### config.mk
export PLATFORM = sky130hd
export DESIGN_NAME = hpb_host_port
export DESIGN_NICKNAME = d
export VERILOG_FILES = /design/src/design/hpb_pkg.sv /design/src/design/hpb_stream_if.sv /design/src/design/hpb_fifo.sv /design/src/design/hpb_host_port.sv
export SDC_FILE = /design/constraint.sdc
export NUM_CORES = 1
export LEC_CHECK = 0
export BUFFER_PORTS_ARGS = -buffer_cell sky130_fd_sc_hd__buf_2
export CAP_MARGIN = 20
export CORE_AREA = 4 4 256 258
export CTS_CLUSTER_SIZE = 24
export DETAILED_ROUTE_END_ITERATION = 12
export DIE_AREA = 0 0 260 262
export GPL_TIMING_DRIVEN = 0
export HOLD_SLACK_MARGIN = 0.1
export PLACE_DENSITY = 0.5
export SLEW_MARGIN = 0
export SYNTH_ARGS = -nofsm -noshare
export SYNTH_HDL_FRONTEND = slang
export SYNTH_HIERARCHICAL = 1
export SYNTH_SLANG_ARGS = --single-unit
### constraint.sdc
create_clock -name i_mclk -period 8 [get_ports i_mclk]
set_clock_uncertainty 0.2 [all_clocks]
set_input_delay 2 -clock i_mclk [delete_from_list [all_inputs] [get_ports i_mclk]]
set_output_delay 2 -clock i_mclk [all_outputs]
set_load 0.05 [all_outputs]
### src/design/hpb_pkg.sv
package hpb_pkg;

	// Data bus and display geometry
	localparam int DATA_W = 8;
	localparam int COL_COUNT = 132;
	localparam int ROW_COUNT = 64;

	// Write FIFO shape: command/data flag above the byte
	localparam int FIFO_W = DATA_W + 1;
	localparam int FIFO_DEPTH = 8;
	localparam int FIFO_DC_BIT = DATA_W;

	// Strap codes, strap bit 0 in code bit 0
	localparam logic [2:0] STRAP_SERIAL = 3'h0;
	localparam logic [2:0] STRAP_TWO_WIRE = 3'h2;
	localparam logic [2:0] STRAP_ENABLE = 3'h4;
	localparam logic [2:0] STRAP_SPLIT = 3'h6;

	// Data line roles in serial and two-wire modes
	localparam int SCLK_BIT = 0;
	localparam int SERIAL_DATA_IN_BIT = 1;

	// Reset values
	localparam logic [DATA_W-1:0] BYTE_RESET = 8'h00;
	localparam logic [2:0] STRAP_RESET = 3'h0;

	typedef enum logic [2:0]
	{
		MODE_SERIAL,
		MODE_TWO_WIRE,
		MODE_ENABLE,
		MODE_SPLIT,
		MODE_INVALID
	} hpb_mode_e;

endpackage

### src/design/hpb_stream_if.sv
`timescale 1ns/1ps

interface hpb_stream_if #(parameter int WIDTH = 9);
	logic valid;
	logic ready;
	logic [WIDTH-1:0] data;

	modport src
	(
		output valid,
		output data,
		input ready
	);

	modport snk
	(
		input valid,
		input data,
		output ready
	);
endinterface

### src/design/hpb_fifo.sv
`timescale 1ns/1ps

module hpb_fifo
	import hpb_pkg::*;
#(
	parameter int WIDTH = FIFO_W,
	parameter int DEPTH = FIFO_DEPTH
)
(
	// Clock and reset
	input wire logic i_clk,
	input wire logic i_rst_n,
	input wire logic i_clear,
	// Streams
	hpb_stream_if.snk s_in,
	hpb_stream_if.src s_out
);

	localparam int AW = $clog2(DEPTH);
	localparam logic [AW-1:0] PTR_LAST = AW'(DEPTH - 1);
	localparam logic [AW:0] CNT_FULL = (AW + 1)'(DEPTH);

	logic [WIDTH-1:0] mem_q [DEPTH];
	logic [AW-1:0] wr_ptr_q;
	logic [AW-1:0] rd_ptr_q;
	logic [AW:0] count_q;

	wire full = (count_q == CNT_FULL);
	wire empty = (count_q == '0);
	wire push = s_in.valid & ~full;
	wire pop = s_out.ready & ~empty;
	wire [AW-1:0] wr_ptr_nx = (wr_ptr_q == PTR_LAST) ? '0 : wr_ptr_q + 1'b1;
	wire [AW-1:0] rd_ptr_nx = (rd_ptr_q == PTR_LAST) ? '0 : rd_ptr_q + 1'b1;

	assign s_in.ready = ~full;
	assign s_out.valid = ~empty;
	assign s_out.data = mem_q[rd_ptr_q];

	always_ff @(posedge i_clk)
	begin
		if (push)
			mem_q[wr_ptr_q] <= s_in.data;
	end

	always_ff @(posedge i_clk or negedge i_rst_n)
	begin
		if (!i_rst_n)
		begin
			wr_ptr_q <= '0;
			rd_ptr_q <= '0;
			count_q <= '0;
		end
		else if (i_clear)
		begin
			wr_ptr_q <= '0;
			rd_ptr_q <= '0;
			count_q <= '0;
		end
		else
		begin
			if (push)
				wr_ptr_q <= wr_ptr_nx;
			if (pop)
				rd_ptr_q <= rd_ptr_nx;
			if (push && !pop)
				count_q <= count_q + 1'b1;
			else if (pop && !push)
				count_q <= count_q - 1'b1;
		end
	end

endmodule

### src/design/hpb_host_port.sv
// Summary of operation
// Straps pick mode: 000 serial, 010 two-wire, 100 enable-strobe, 110 split-strobe.
// Init pin low runs full initialisation; host keeps it high normally.
// Transfers only accepted while chip select is low; strobes ignored otherwise.
// Data/command high sends byte to display memory, low to command register.
// Reads return status with data/command low, display memory with it high.
// Enable-strobe mode: direction low means write, high means read.
// Enable-strobe transfer active while enable high; data latched on enable fall.
// Host performs one dummy read before first display-data read.
// Split-strobe: drive read data while read strobe low; its rise ends read.
// Split-strobe: byte captured on write strobe rise, read strobe high.
// Static strobe form: chip select rise completes the selected read or write.
// Serial mode: line 0 is serial clock, line 1 serial data.
// Two-wire mode: line 0 clock, data/command pin is the low address bit.
// Column and row drivers float whenever the display is off.
// A frame timing output lets the host avoid tearing.
// Clock source pin high selects internal oscillator, low the external clock.
// Data lines driven only during an active selected read cycle.
`timescale 1ns/1ps

module hpb_host_port
	import hpb_pkg::*;
(
	// Clock and reset
	input wire logic i_mclk,
	input wire logic i_rst_n,
	input wire logic i_init_pin_n,
	// Straps and clock source
	input wire logic [2:0] i_bus_mode_straps,
	input wire logic i_int_osc_select,
	input wire logic i_ext_osc_input,
	// Host bus
	input wire logic i_cs_n,
	input wire logic i_dc,
	input wire logic i_strobe,
	input wire logic i_rw,
	input wire logic [DATA_W-1:0] i_d,
	output logic [DATA_W-1:0] o_d,
	output logic o_d_oe,
	// Core side: status and display memory read
	input wire logic [DATA_W-1:0] i_status,
	input wire logic [DATA_W-1:0] i_mem_rd_data,
	output logic o_mem_rd_req,
	// Core side: write stream
	output logic o_wr_valid,
	output logic [DATA_W-1:0] o_wr_data,
	output logic o_wr_is_data,
	input wire logic i_wr_ready,
	output logic o_busy,
	output logic o_overrun,
	// Mode and serial line taps
	output hpb_mode_e o_mode,
	output logic o_init_active,
	output logic o_serial_clk,
	output logic o_serial_data,
	output logic o_slave_addr_lsb,
	// Clock source
	output logic o_int_osc_en,
	output logic o_ext_osc_sample,
	// Panel drivers and frame sync
	input wire logic i_display_on,
	input wire logic i_frame_sync,
	input wire logic [COL_COUNT-1:0] i_column_level,
	input wire logic [ROW_COUNT-1:0] i_row_level,
	output logic [COL_COUNT-1:0] o_column_drive_out,
	output logic [COL_COUNT-1:0] o_column_drive_oe,
	output logic [ROW_COUNT-1:0] o_row_drive_out,
	output logic [ROW_COUNT-1:0] o_row_drive_oe,
	output logic o_tear_sync_out
);

	////////////////////////////////////////////////////////////////////////////
	// Reset release

	logic rst_meta_q;
	logic rst_sync_q;
	wire rst_n = rst_sync_q;

	always_ff @(posedge i_mclk or negedge i_rst_n)
	begin
		if (!i_rst_n)
		begin
			rst_meta_q <= 1'b0;
			rst_sync_q <= 1'b0;
		end
		else
		begin
			rst_meta_q <= 1'b1;
			rst_sync_q <= rst_meta_q;
		end
	end

	////////////////////////////////////////////////////////////////////////////
	// Initialisation and strap capture

	logic init_q;
	logic [2:0] strap_q;
	hpb_mode_e mode_q;
	hpb_mode_e mode_d;

	always_comb
	begin
		case (strap_q)
			STRAP_SERIAL: mode_d = MODE_SERIAL;
			STRAP_TWO_WIRE: mode_d = MODE_TWO_WIRE;
			STRAP_ENABLE: mode_d = MODE_ENABLE;
			STRAP_SPLIT: mode_d = MODE_SPLIT;
			default: mode_d = MODE_INVALID;
		endcase
	end

	// Straps are re-read while initialisation runs and on first cycle after reset
	always_ff @(posedge i_mclk or negedge rst_n)
	begin
		if (!rst_n)
		begin
			init_q <= 1'b1;
			strap_q <= STRAP_RESET;
			mode_q <= MODE_INVALID;
		end
		else
		begin
			init_q <= ~i_init_pin_n;
			if (init_q)
				strap_q <= i_bus_mode_straps;
			mode_q <= mode_d;
		end
	end

	wire run = ~init_q;
	wire mode_en = run & (mode_q == MODE_ENABLE);
	wire mode_sp = run & (mode_q == MODE_SPLIT);

	////////////////////////////////////////////////////////////////////////////
	// Bus sampling

	logic cs_n_q;
	logic dc_q;
	logic strobe_q;
	logic rw_q;
	logic [DATA_W-1:0] d_q;

	always_ff @(posedge i_mclk or negedge rst_n)
	begin
		if (!rst_n)
		begin
			cs_n_q <= 1'b1;
			dc_q <= 1'b0;
			strobe_q <= 1'b0;
			rw_q <= 1'b0;
			d_q <= BYTE_RESET;
		end
		else
		begin
			cs_n_q <= i_cs_n;
			dc_q <= i_dc;
			strobe_q <= i_strobe;
			rw_q <= i_rw;
			d_q <= i_d;
		end
	end

	////////////////////////////////////////////////////////////////////////////
	// Transfer decode

	// Enable-strobe: falling enable while selected ends the cycle
	wire en_fall = strobe_q & ~i_strobe & ~cs_n_q;
	wire en_wr = mode_en & en_fall & ~rw_q;
	wire en_rd = mode_en & en_fall & rw_q;
	wire en_rd_act = mode_en & i_strobe & ~i_cs_n & i_rw;

	// Split-strobe: strobe input is the read strobe, direction input the write strobe
	wire wr_rise = ~rw_q & i_rw & ~cs_n_q & strobe_q;
	wire rd_rise = ~strobe_q & i_strobe & ~cs_n_q & rw_q;
	wire cs_rise = ~cs_n_q & i_cs_n;
	wire st_wr = cs_rise & ~rw_q & ~i_rw & strobe_q & i_strobe;
	wire st_rd = cs_rise & ~strobe_q & ~i_strobe & rw_q & i_rw;
	wire sp_wr = mode_sp & (wr_rise | st_wr);
	wire sp_rd = mode_sp & (rd_rise | st_rd);
	wire sp_rd_act = mode_sp & ~i_strobe & ~i_cs_n & i_rw;

	wire wr_evt = en_wr | sp_wr;
	wire rd_evt = en_rd | sp_rd;
	wire rd_act = en_rd_act | sp_rd_act;

	////////////////////////////////////////////////////////////////////////////
	// Read path

	logic [DATA_W-1:0] mem_buf_q;
	logic [DATA_W-1:0] rd_out_q;
	logic mem_rd_req_q;

	// Display-data reads return the previously fetched byte, so the first is a dummy
	wire data_rd_done = rd_evt & dc_q;
	wire [DATA_W-1:0] rd_sel = i_dc ? mem_buf_q : i_status;

	always_ff @(posedge i_mclk or negedge rst_n)
	begin
		if (!rst_n)
		begin
			mem_buf_q <= BYTE_RESET;
			rd_out_q <= BYTE_RESET;
			mem_rd_req_q <= 1'b0;
		end
		else
		begin
			if (init_q)
				mem_buf_q <= BYTE_RESET;
			else if (data_rd_done)
				mem_buf_q <= i_mem_rd_data;
			rd_out_q <= rd_sel;
			mem_rd_req_q <= data_rd_done;
		end
	end

	assign o_d = rd_out_q;
	assign o_d_oe = rd_act;
	assign o_mem_rd_req = mem_rd_req_q;

	////////////////////////////////////////////////////////////////////////////
	// Write path

	hpb_stream_if #(.WIDTH(FIFO_W)) wr_in_if ();
	hpb_stream_if #(.WIDTH(FIFO_W)) wr_out_if ();

	logic overrun_q;

	assign wr_in_if.valid = wr_evt;
	assign wr_in_if.data = {dc_q, d_q};
	assign wr_out_if.ready = i_wr_ready;

	hpb_fifo #(.WIDTH(FIFO_W), .DEPTH(FIFO_DEPTH)) u_wr_fifo
	(
		.i_clk(i_mclk),
		.i_rst_n(rst_n),
		.i_clear(init_q),
		.s_in(wr_in_if),
		.s_out(wr_out_if)
	);

	always_ff @(posedge i_mclk or negedge rst_n)
	begin
		if (!rst_n)
			overrun_q <= 1'b0;
		else
			overrun_q <= wr_evt & ~wr_in_if.ready;
	end

	assign o_wr_valid = wr_out_if.valid;
	assign o_wr_data = wr_out_if.data[DATA_W-1:0];
	assign o_wr_is_data = wr_out_if.data[FIFO_DC_BIT];
	assign o_busy = ~wr_in_if.ready;
	assign o_overrun = overrun_q;

	////////////////////////////////////////////////////////////////////////////
	// Serial taps, clock source, panel drivers

	logic ser_clk_q;
	logic ser_data_q;
	logic sa_lsb_q;
	logic osc_en_q;
	logic ext_osc_q;
	logic tear_q;
	logic disp_on_q;
	logic [COL_COUNT-1:0] col_q;
	logic [ROW_COUNT-1:0] row_q;

	wire ser_mode = run & ((mode_q == MODE_SERIAL) | (mode_q == MODE_TWO_WIRE));

	always_ff @(posedge i_mclk or negedge rst_n)
	begin
		if (!rst_n)
		begin
			ser_clk_q <= 1'b0;
			ser_data_q <= 1'b0;
			sa_lsb_q <= 1'b0;
			osc_en_q <= 1'b0;
			ext_osc_q <= 1'b0;
			tear_q <= 1'b0;
			disp_on_q <= 1'b0;
			col_q <= '0;
			row_q <= '0;
		end
		else
		begin
			ser_clk_q <= ser_mode & i_d[SCLK_BIT];
			ser_data_q <= ser_mode & i_d[SERIAL_DATA_IN_BIT];
			sa_lsb_q <= run & (mode_q == MODE_TWO_WIRE) & i_dc;
			osc_en_q <= i_int_osc_select;
			ext_osc_q <= ~i_int_osc_select & i_ext_osc_input;
			tear_q <= run & i_frame_sync;
			disp_on_q <= run & i_display_on;
			col_q <= i_column_level;
			row_q <= i_row_level;
		end
	end

	assign o_mode = mode_q;
	assign o_init_active = init_q;
	assign o_serial_clk = ser_clk_q;
	assign o_serial_data = ser_data_q;
	assign o_slave_addr_lsb = sa_lsb_q;
	assign o_int_osc_en = osc_en_q;
	assign o_ext_osc_sample = ext_osc_q;
	assign o_tear_sync_out = tear_q;
	assign o_column_drive_out = col_q;
	assign o_row_drive_out = row_q;
	assign o_column_drive_oe = {COL_COUNT{disp_on_q}};
	assign o_row_drive_oe = {ROW_COUNT{disp_on_q}};

endmodule

### Word level (Yosys, flattened, before mapping)

Memories as Yosys holds them, arrays and structs flattened.
Index checks and enable logic that the tools add are counted.

| operators by class | value |
|---|---|
| add/subtract/negate cells | 4 |
| equality and inequality tests | 9 |
| multiplexer cells | 15 |
| bitwise operators | 59 |
| reduce and logical (&&, ||, !) cells | 11 |

Operators by type and width:

| cell | number |
|---|---|
| 1-bit AND | 42 |
| 8-bit two-way mux | 3 |
| 3-bit two-way mux | 6 |
| 3-bit == test (second input constant) | 4 |
| 4-bit two-way mux | 3 |
| 3-bit one-hot mux with 4 select lines | 1 |
| 1-bit inverter | 11 |
| 3-bit by 2-bit == test with 1-bit output (second input constant) | 3 |
| 3-bit by 1-bit adder with 3-bit output (second input constant) | 2 |
| 3-bit logical NOT | 2 |
| 1-bit OR | 6 |
| 2-bit nonzero test | 3 |
| 4-bit by 1-bit adder with 4-bit output (second input constant) | 1 |
| 4-bit == test (second input constant) | 1 |
| 4-bit logical NOT | 1 |
| 4-bit by 1-bit subtractor with 4-bit output (second input constant) | 1 |
| 3-bit by 1-bit == test with 1-bit output (second input constant) | 1 |
| 3-bit nonzero test | 1 |
| 1-bit logical AND | 2 |
| 1-bit logical NOT | 2 |
| 1-bit two-way mux | 2 |

| word-level totals | value |
|---|---|
| register bits | 252 |
| bits in writable memories | 72 |
| input bits | 235 |
| memories kept | 1 |

Memory list:

| name | words | width | read ports | clocked after memory_dff | write ports | RTL line | text |
|---|---|---|---|---|---|---|---|
| u_wr_fifo.mem_q | 8 | 9 | 1 | 0 | 1 | hpb_fifo.sv:23 | `logic [WIDTH-1:0] mem_q [DEPTH];` |

### Longest topological paths before layout

| logic depth | value |
|---|---|
| word-level depth | 15 |
| gate-level depth with buffers | 10 |

### By module

Netlist, hierarchy kept.

By module, submodules not included:

| module | instances | cells each | area an instance (sq um) |
|---|---|---|---|
| hpb_host_port | 1 | 493 | 8027.7 |
| hpb_fifo | 1 | 187 | 3445.8 |

### Least setup slack after synthesis

OpenSTA, ideal clock, no wires.

| path | value |
|---|---|
| kind | flip-flop to output port |
| start | register disp_on_q |
| end | output o_column_drive_oe[0] |
| arrival | 3.809 ns |
| data required time | 5.800 ns |
| path slack | 1.991 ns |
| cell stages (with the launch flop) | 2 |
| buffers on the path | 1 |
| path through | dfrtp_1 -> buf_4 |

RTL lines:

| what | RTL line | text |
|---|---|---|
| start: declaration | hpb_host_port.sv:264 | `logic disp_on_q;` |
| start signal: assignment | hpb_host_port.sv:292 | `disp_on_q <= run & i_display_on;` |
| end: declaration | hpb_host_port.sv:66 | `output logic [COL_COUNT-1:0] o_column_drive_oe,` |

No word-level cell between the ends.

### Worst setup path in the final report

| path | value |
|---|---|
| start | register u_wr_fifo.rd_ptr_q[1] |
| end | output o_wr_data[3] |

| on the way | value |
|---|---|
| longest elaborated chain between the ends | 1 |

RTL lines:

| what | RTL line | text |
|---|---|---|
| start: declaration | hpb_fifo.sv:25 | `logic [AW-1:0] rd_ptr_q;` |
| start signal: assignment | hpb_fifo.sv:64 | `rd_ptr_q <= rd_ptr_nx;` |
| memory read 8 x 9 bit | -- |  |
| end: declaration | hpb_host_port.sv:46 | `output logic [DATA_W-1:0] o_wr_data,` |

Every way passes these cells.

==> metrics.txt <==
outcome=complete, no violations; Syn Inst Count=680; nets@finish=1,631; setup bufs post-CTS=0; hold depth=0; initial antenna violation count=16; final hold violations=0; grt ovf=0; total core area=0.0630 mm^2; Resized Gates After CTS=0; wire per inst=16.7 um; worst ir drop on vdd=0.187 mV; met1 WL=13,500 um; RD Place Congestion=0.825; synth unique cells=46; antenna-violating nets left=0; Worst Path Required=5.80 ns; Reg clk slew, reported paths=0.06 ns; # setup viols final=0; Synth Area in Adders=0.829%; simple-gate portion of the synthesized area=3.25%; top sig layer=met5; final hold slack=0.147 ns; Detailed Route Iter0 Violations=285; worst-path fanout max=10; power density cells=268 mW/mm^2; multiplexer share of the synthesized area=6.89%; largest net degree at the start of global routing=111; first-pass GRT wire length=53,600 um; arrival time of data at the critical path endpoint=2.78 ns; P&R area growth vs syn=51.3%; DIE AREA=0.0681 mm^2; Async S/R FF share, synth=77.8%; crit path to=o_wr_data[3]; root buf cell=clkbuf_16; row cnt=92; Post-CTS Hold Fix Bufs=0; Post-Route WL=38,000 um; period utilization=62.2%; Worst Setup SP=u_wr_fifo/rd_ptr_q[1]; worst reg2reg path depth=5; Max Slew Vio Count=0; vias in the first global route=8,152; TritonCTS clock tree=yes; clock buffer depth=3; main combinational cell family by area after synthesis=buffers and inverters; via count=7,684; Synth Flop Type=dfrtp_1; # DRC=0; All-Layer GR Usage=10.6%; relative slew slack=30.0%; Setup CP Type=reg -> out; Initial Util=18.2%; Fmax achieved=201 MHz; Leak=8.73 nW; Compound-Gate Fraction of Synth Area=1.20%; post-route minimum period=4.98 ns; Synth Area in XOR/XNOR=0.229%; DIE WIDTH=260 um; Port-buffer cells=658; Via density=3.38; worst slew pin tran=1.05 ns; DR pass1 iterations=4; Max Cap Viol=0; Seq/Total Area, Yosys=73.8%; syn nets=922; Critical Path End Type=primary output; Final HPWL DP=29,900 um; Reg2Reg Setup Slack=4.73 ns; clk_lat worst skew=0.54 ns; met2 WL=19,800 um; layout cells sized above 1=70.0%; Post-synth EDFFs=72; H-tree depth=2; worst r2r src=o_init_active; HP Class=reg -> reg; io pins=659; Mapped Area=0.0115 mm^2; worst hold start=rst_meta_q; Core Util, Final=27.6%; Die Y=262 um; Clock Sinks=324; RSZ-0062 raised after global routing=false; CTS buffer count=40; Yosys warnings=6; Worst Setup Start Kind=register; FF+latch count, synth=324; syn_area_per_cell=16.9 um^2; detailed-routed wire length on met3=3700 um; R2R Path End=u_wr_fifo/mem_q[7][8]
## sequential cells by signal, indices dropped and copies added, names as in the netlist, 3 cells and up
| register | cells |
|---|---|
| u_wr_fifo/mem_q | 72 |
| o_row_drive_out | 64 |
| o_column_drive_out | 132 |
| o_d | 8 |
| u_wr_fifo/rd_ptr_q | 3 |
| u_wr_fifo/wr_ptr_q | 3 |
| d_q | 8 |
| o_mode | 3 |
| mem_buf_q | 8 |
| u_wr_fifo/count_q | 4 |
| strap_q | 3 |
## layer usage
layer,vias up,global-route usage [%]
met5,-,0
met4,16,3.40
met3,71,4.24
met2,368,18.7
met1,3699,11.6
li1,3530,-
## per-stage QoR
step	TNS, ns	setup slack, ns	power [mW]	cells	area, um^2
2_1_floorplan	0	0.262	2.62	680	11500
3_3_place_gp	-718.87	-2.94	2.91	2184	15800
3_5_place_dp	0	3.09	2.89	2192	16000
4_1_cts	0	2.92	4.75	2264	17300
5_1_grt	0	2.88	4.87	2267	17300
6_report	0	3.02	4.65	2272	17400
## power breakdown
group | switching [mW] | total, mW | leakage (nW) | internal [mW]
combinational | 0.712 | 1.03 | 4.45 | 0.320
sequential | 0.0486 | 1.81 | 3.64 | 1.76
clock | 0.719 | 1.80 | 0.638 | 1.08
total | 1.48 | 4.65 | 8.73 | 3.17
## layout make-up
type / instances / area, um^2
Fill cell: 6538 / 45600
Antenna cell: 7 / 17.5
Timing Repair Buffer: 667 / 3460
Clock inverter: 20 / 251
Buffer: 210 / 1560
Tap cell: 846 / 1060
Clock buffer: 52 / 1070
Inverter: 5 / 18.8
Sequential cell: 324 / 8480
Multi-Input combinational cell: 141 / 1450
## cells by family after synthesis
family          count (synthesis)
fa+ha+maj                       7
xor+xnor                        3
simple gates                   62
other cells                     1
flops                         324
buf+inv                       215
compound gates                 18
mux                            50
## worst max-delay path, stage by stage (launching register included)
cell,delay (ns)
dfrtp_1,0.35
clkbuf_1,0.57
buf_2,0.42
mux4_2,0.36
mux2_2,0.31
buf_2,0.22
## synthesized netlist by cell type (4+ instances only)
cell,count,area [um^2]
a21oi_1,8,40.0
buf_2,4,20.0
buf_4,196,1470
clkbuf_1,5,18.8
dfrtp_1,249,6230
edfxtp_1,72,2160
ha_1,6,75.1
inv_1,5,18.8
mux2_2,20,225
mux2_4,8,120
mux2i_1,4,40.0
mux4_2,18,405
nand2_1,6,22.5
nand3_1,4,20.0
nor2_1,9,33.8
nor2b_1,9,56.3
nor3_1,9,45.0
nor3b_1,5,37.5
## cells in the final DEF (no fill, tap or decap), types with 4 or more instances in the layout
master | netlist | layout
nor3_2 | 0 | 4
mux4_2 | 18 | 18
nand3_1 | 4 | 4
edfxtp_1 | 72 | 72
inv_1 | 5 | 5
dfrtp_1 | 249 | 247
ha_1 | 6 | 6
clkinv_2 | 0 | 6
mux2i_1 | 4 | 4
mux2_4 | 8 | 8
nor3_1 | 9 | 5
nand2_1 | 6 | 6
clkbuf_16 | 0 | 40
buf_4 | 196 | 196
mux2_2 | 20 | 20
nor2_1 | 9 | 9
buf_6 | 3 | 7
a21oi_1 | 8 | 8
nor3b_1 | 5 | 5
nor2b_1 | 9 | 9
buf_2 | 4 | 662
diode_2 | 0 | 7
clkbuf_1 | 5 | 15
bufinv_16 | 0 | 4
## how the worst min path moves through the flow
| stage | endpoint | slack, ns |
|---|---|---|
| after floorplan | rst_n | 0.13 |
| after global placement | rst_n | 0.14 |
| after detailed placement | rst_n | 0.14 |
| after CTS | rst_n | 0.15 |
| after global routing | rst_n | 0.16 |
| final | rst_n | 0.15 |
Power figures use the tool's default switching activity.
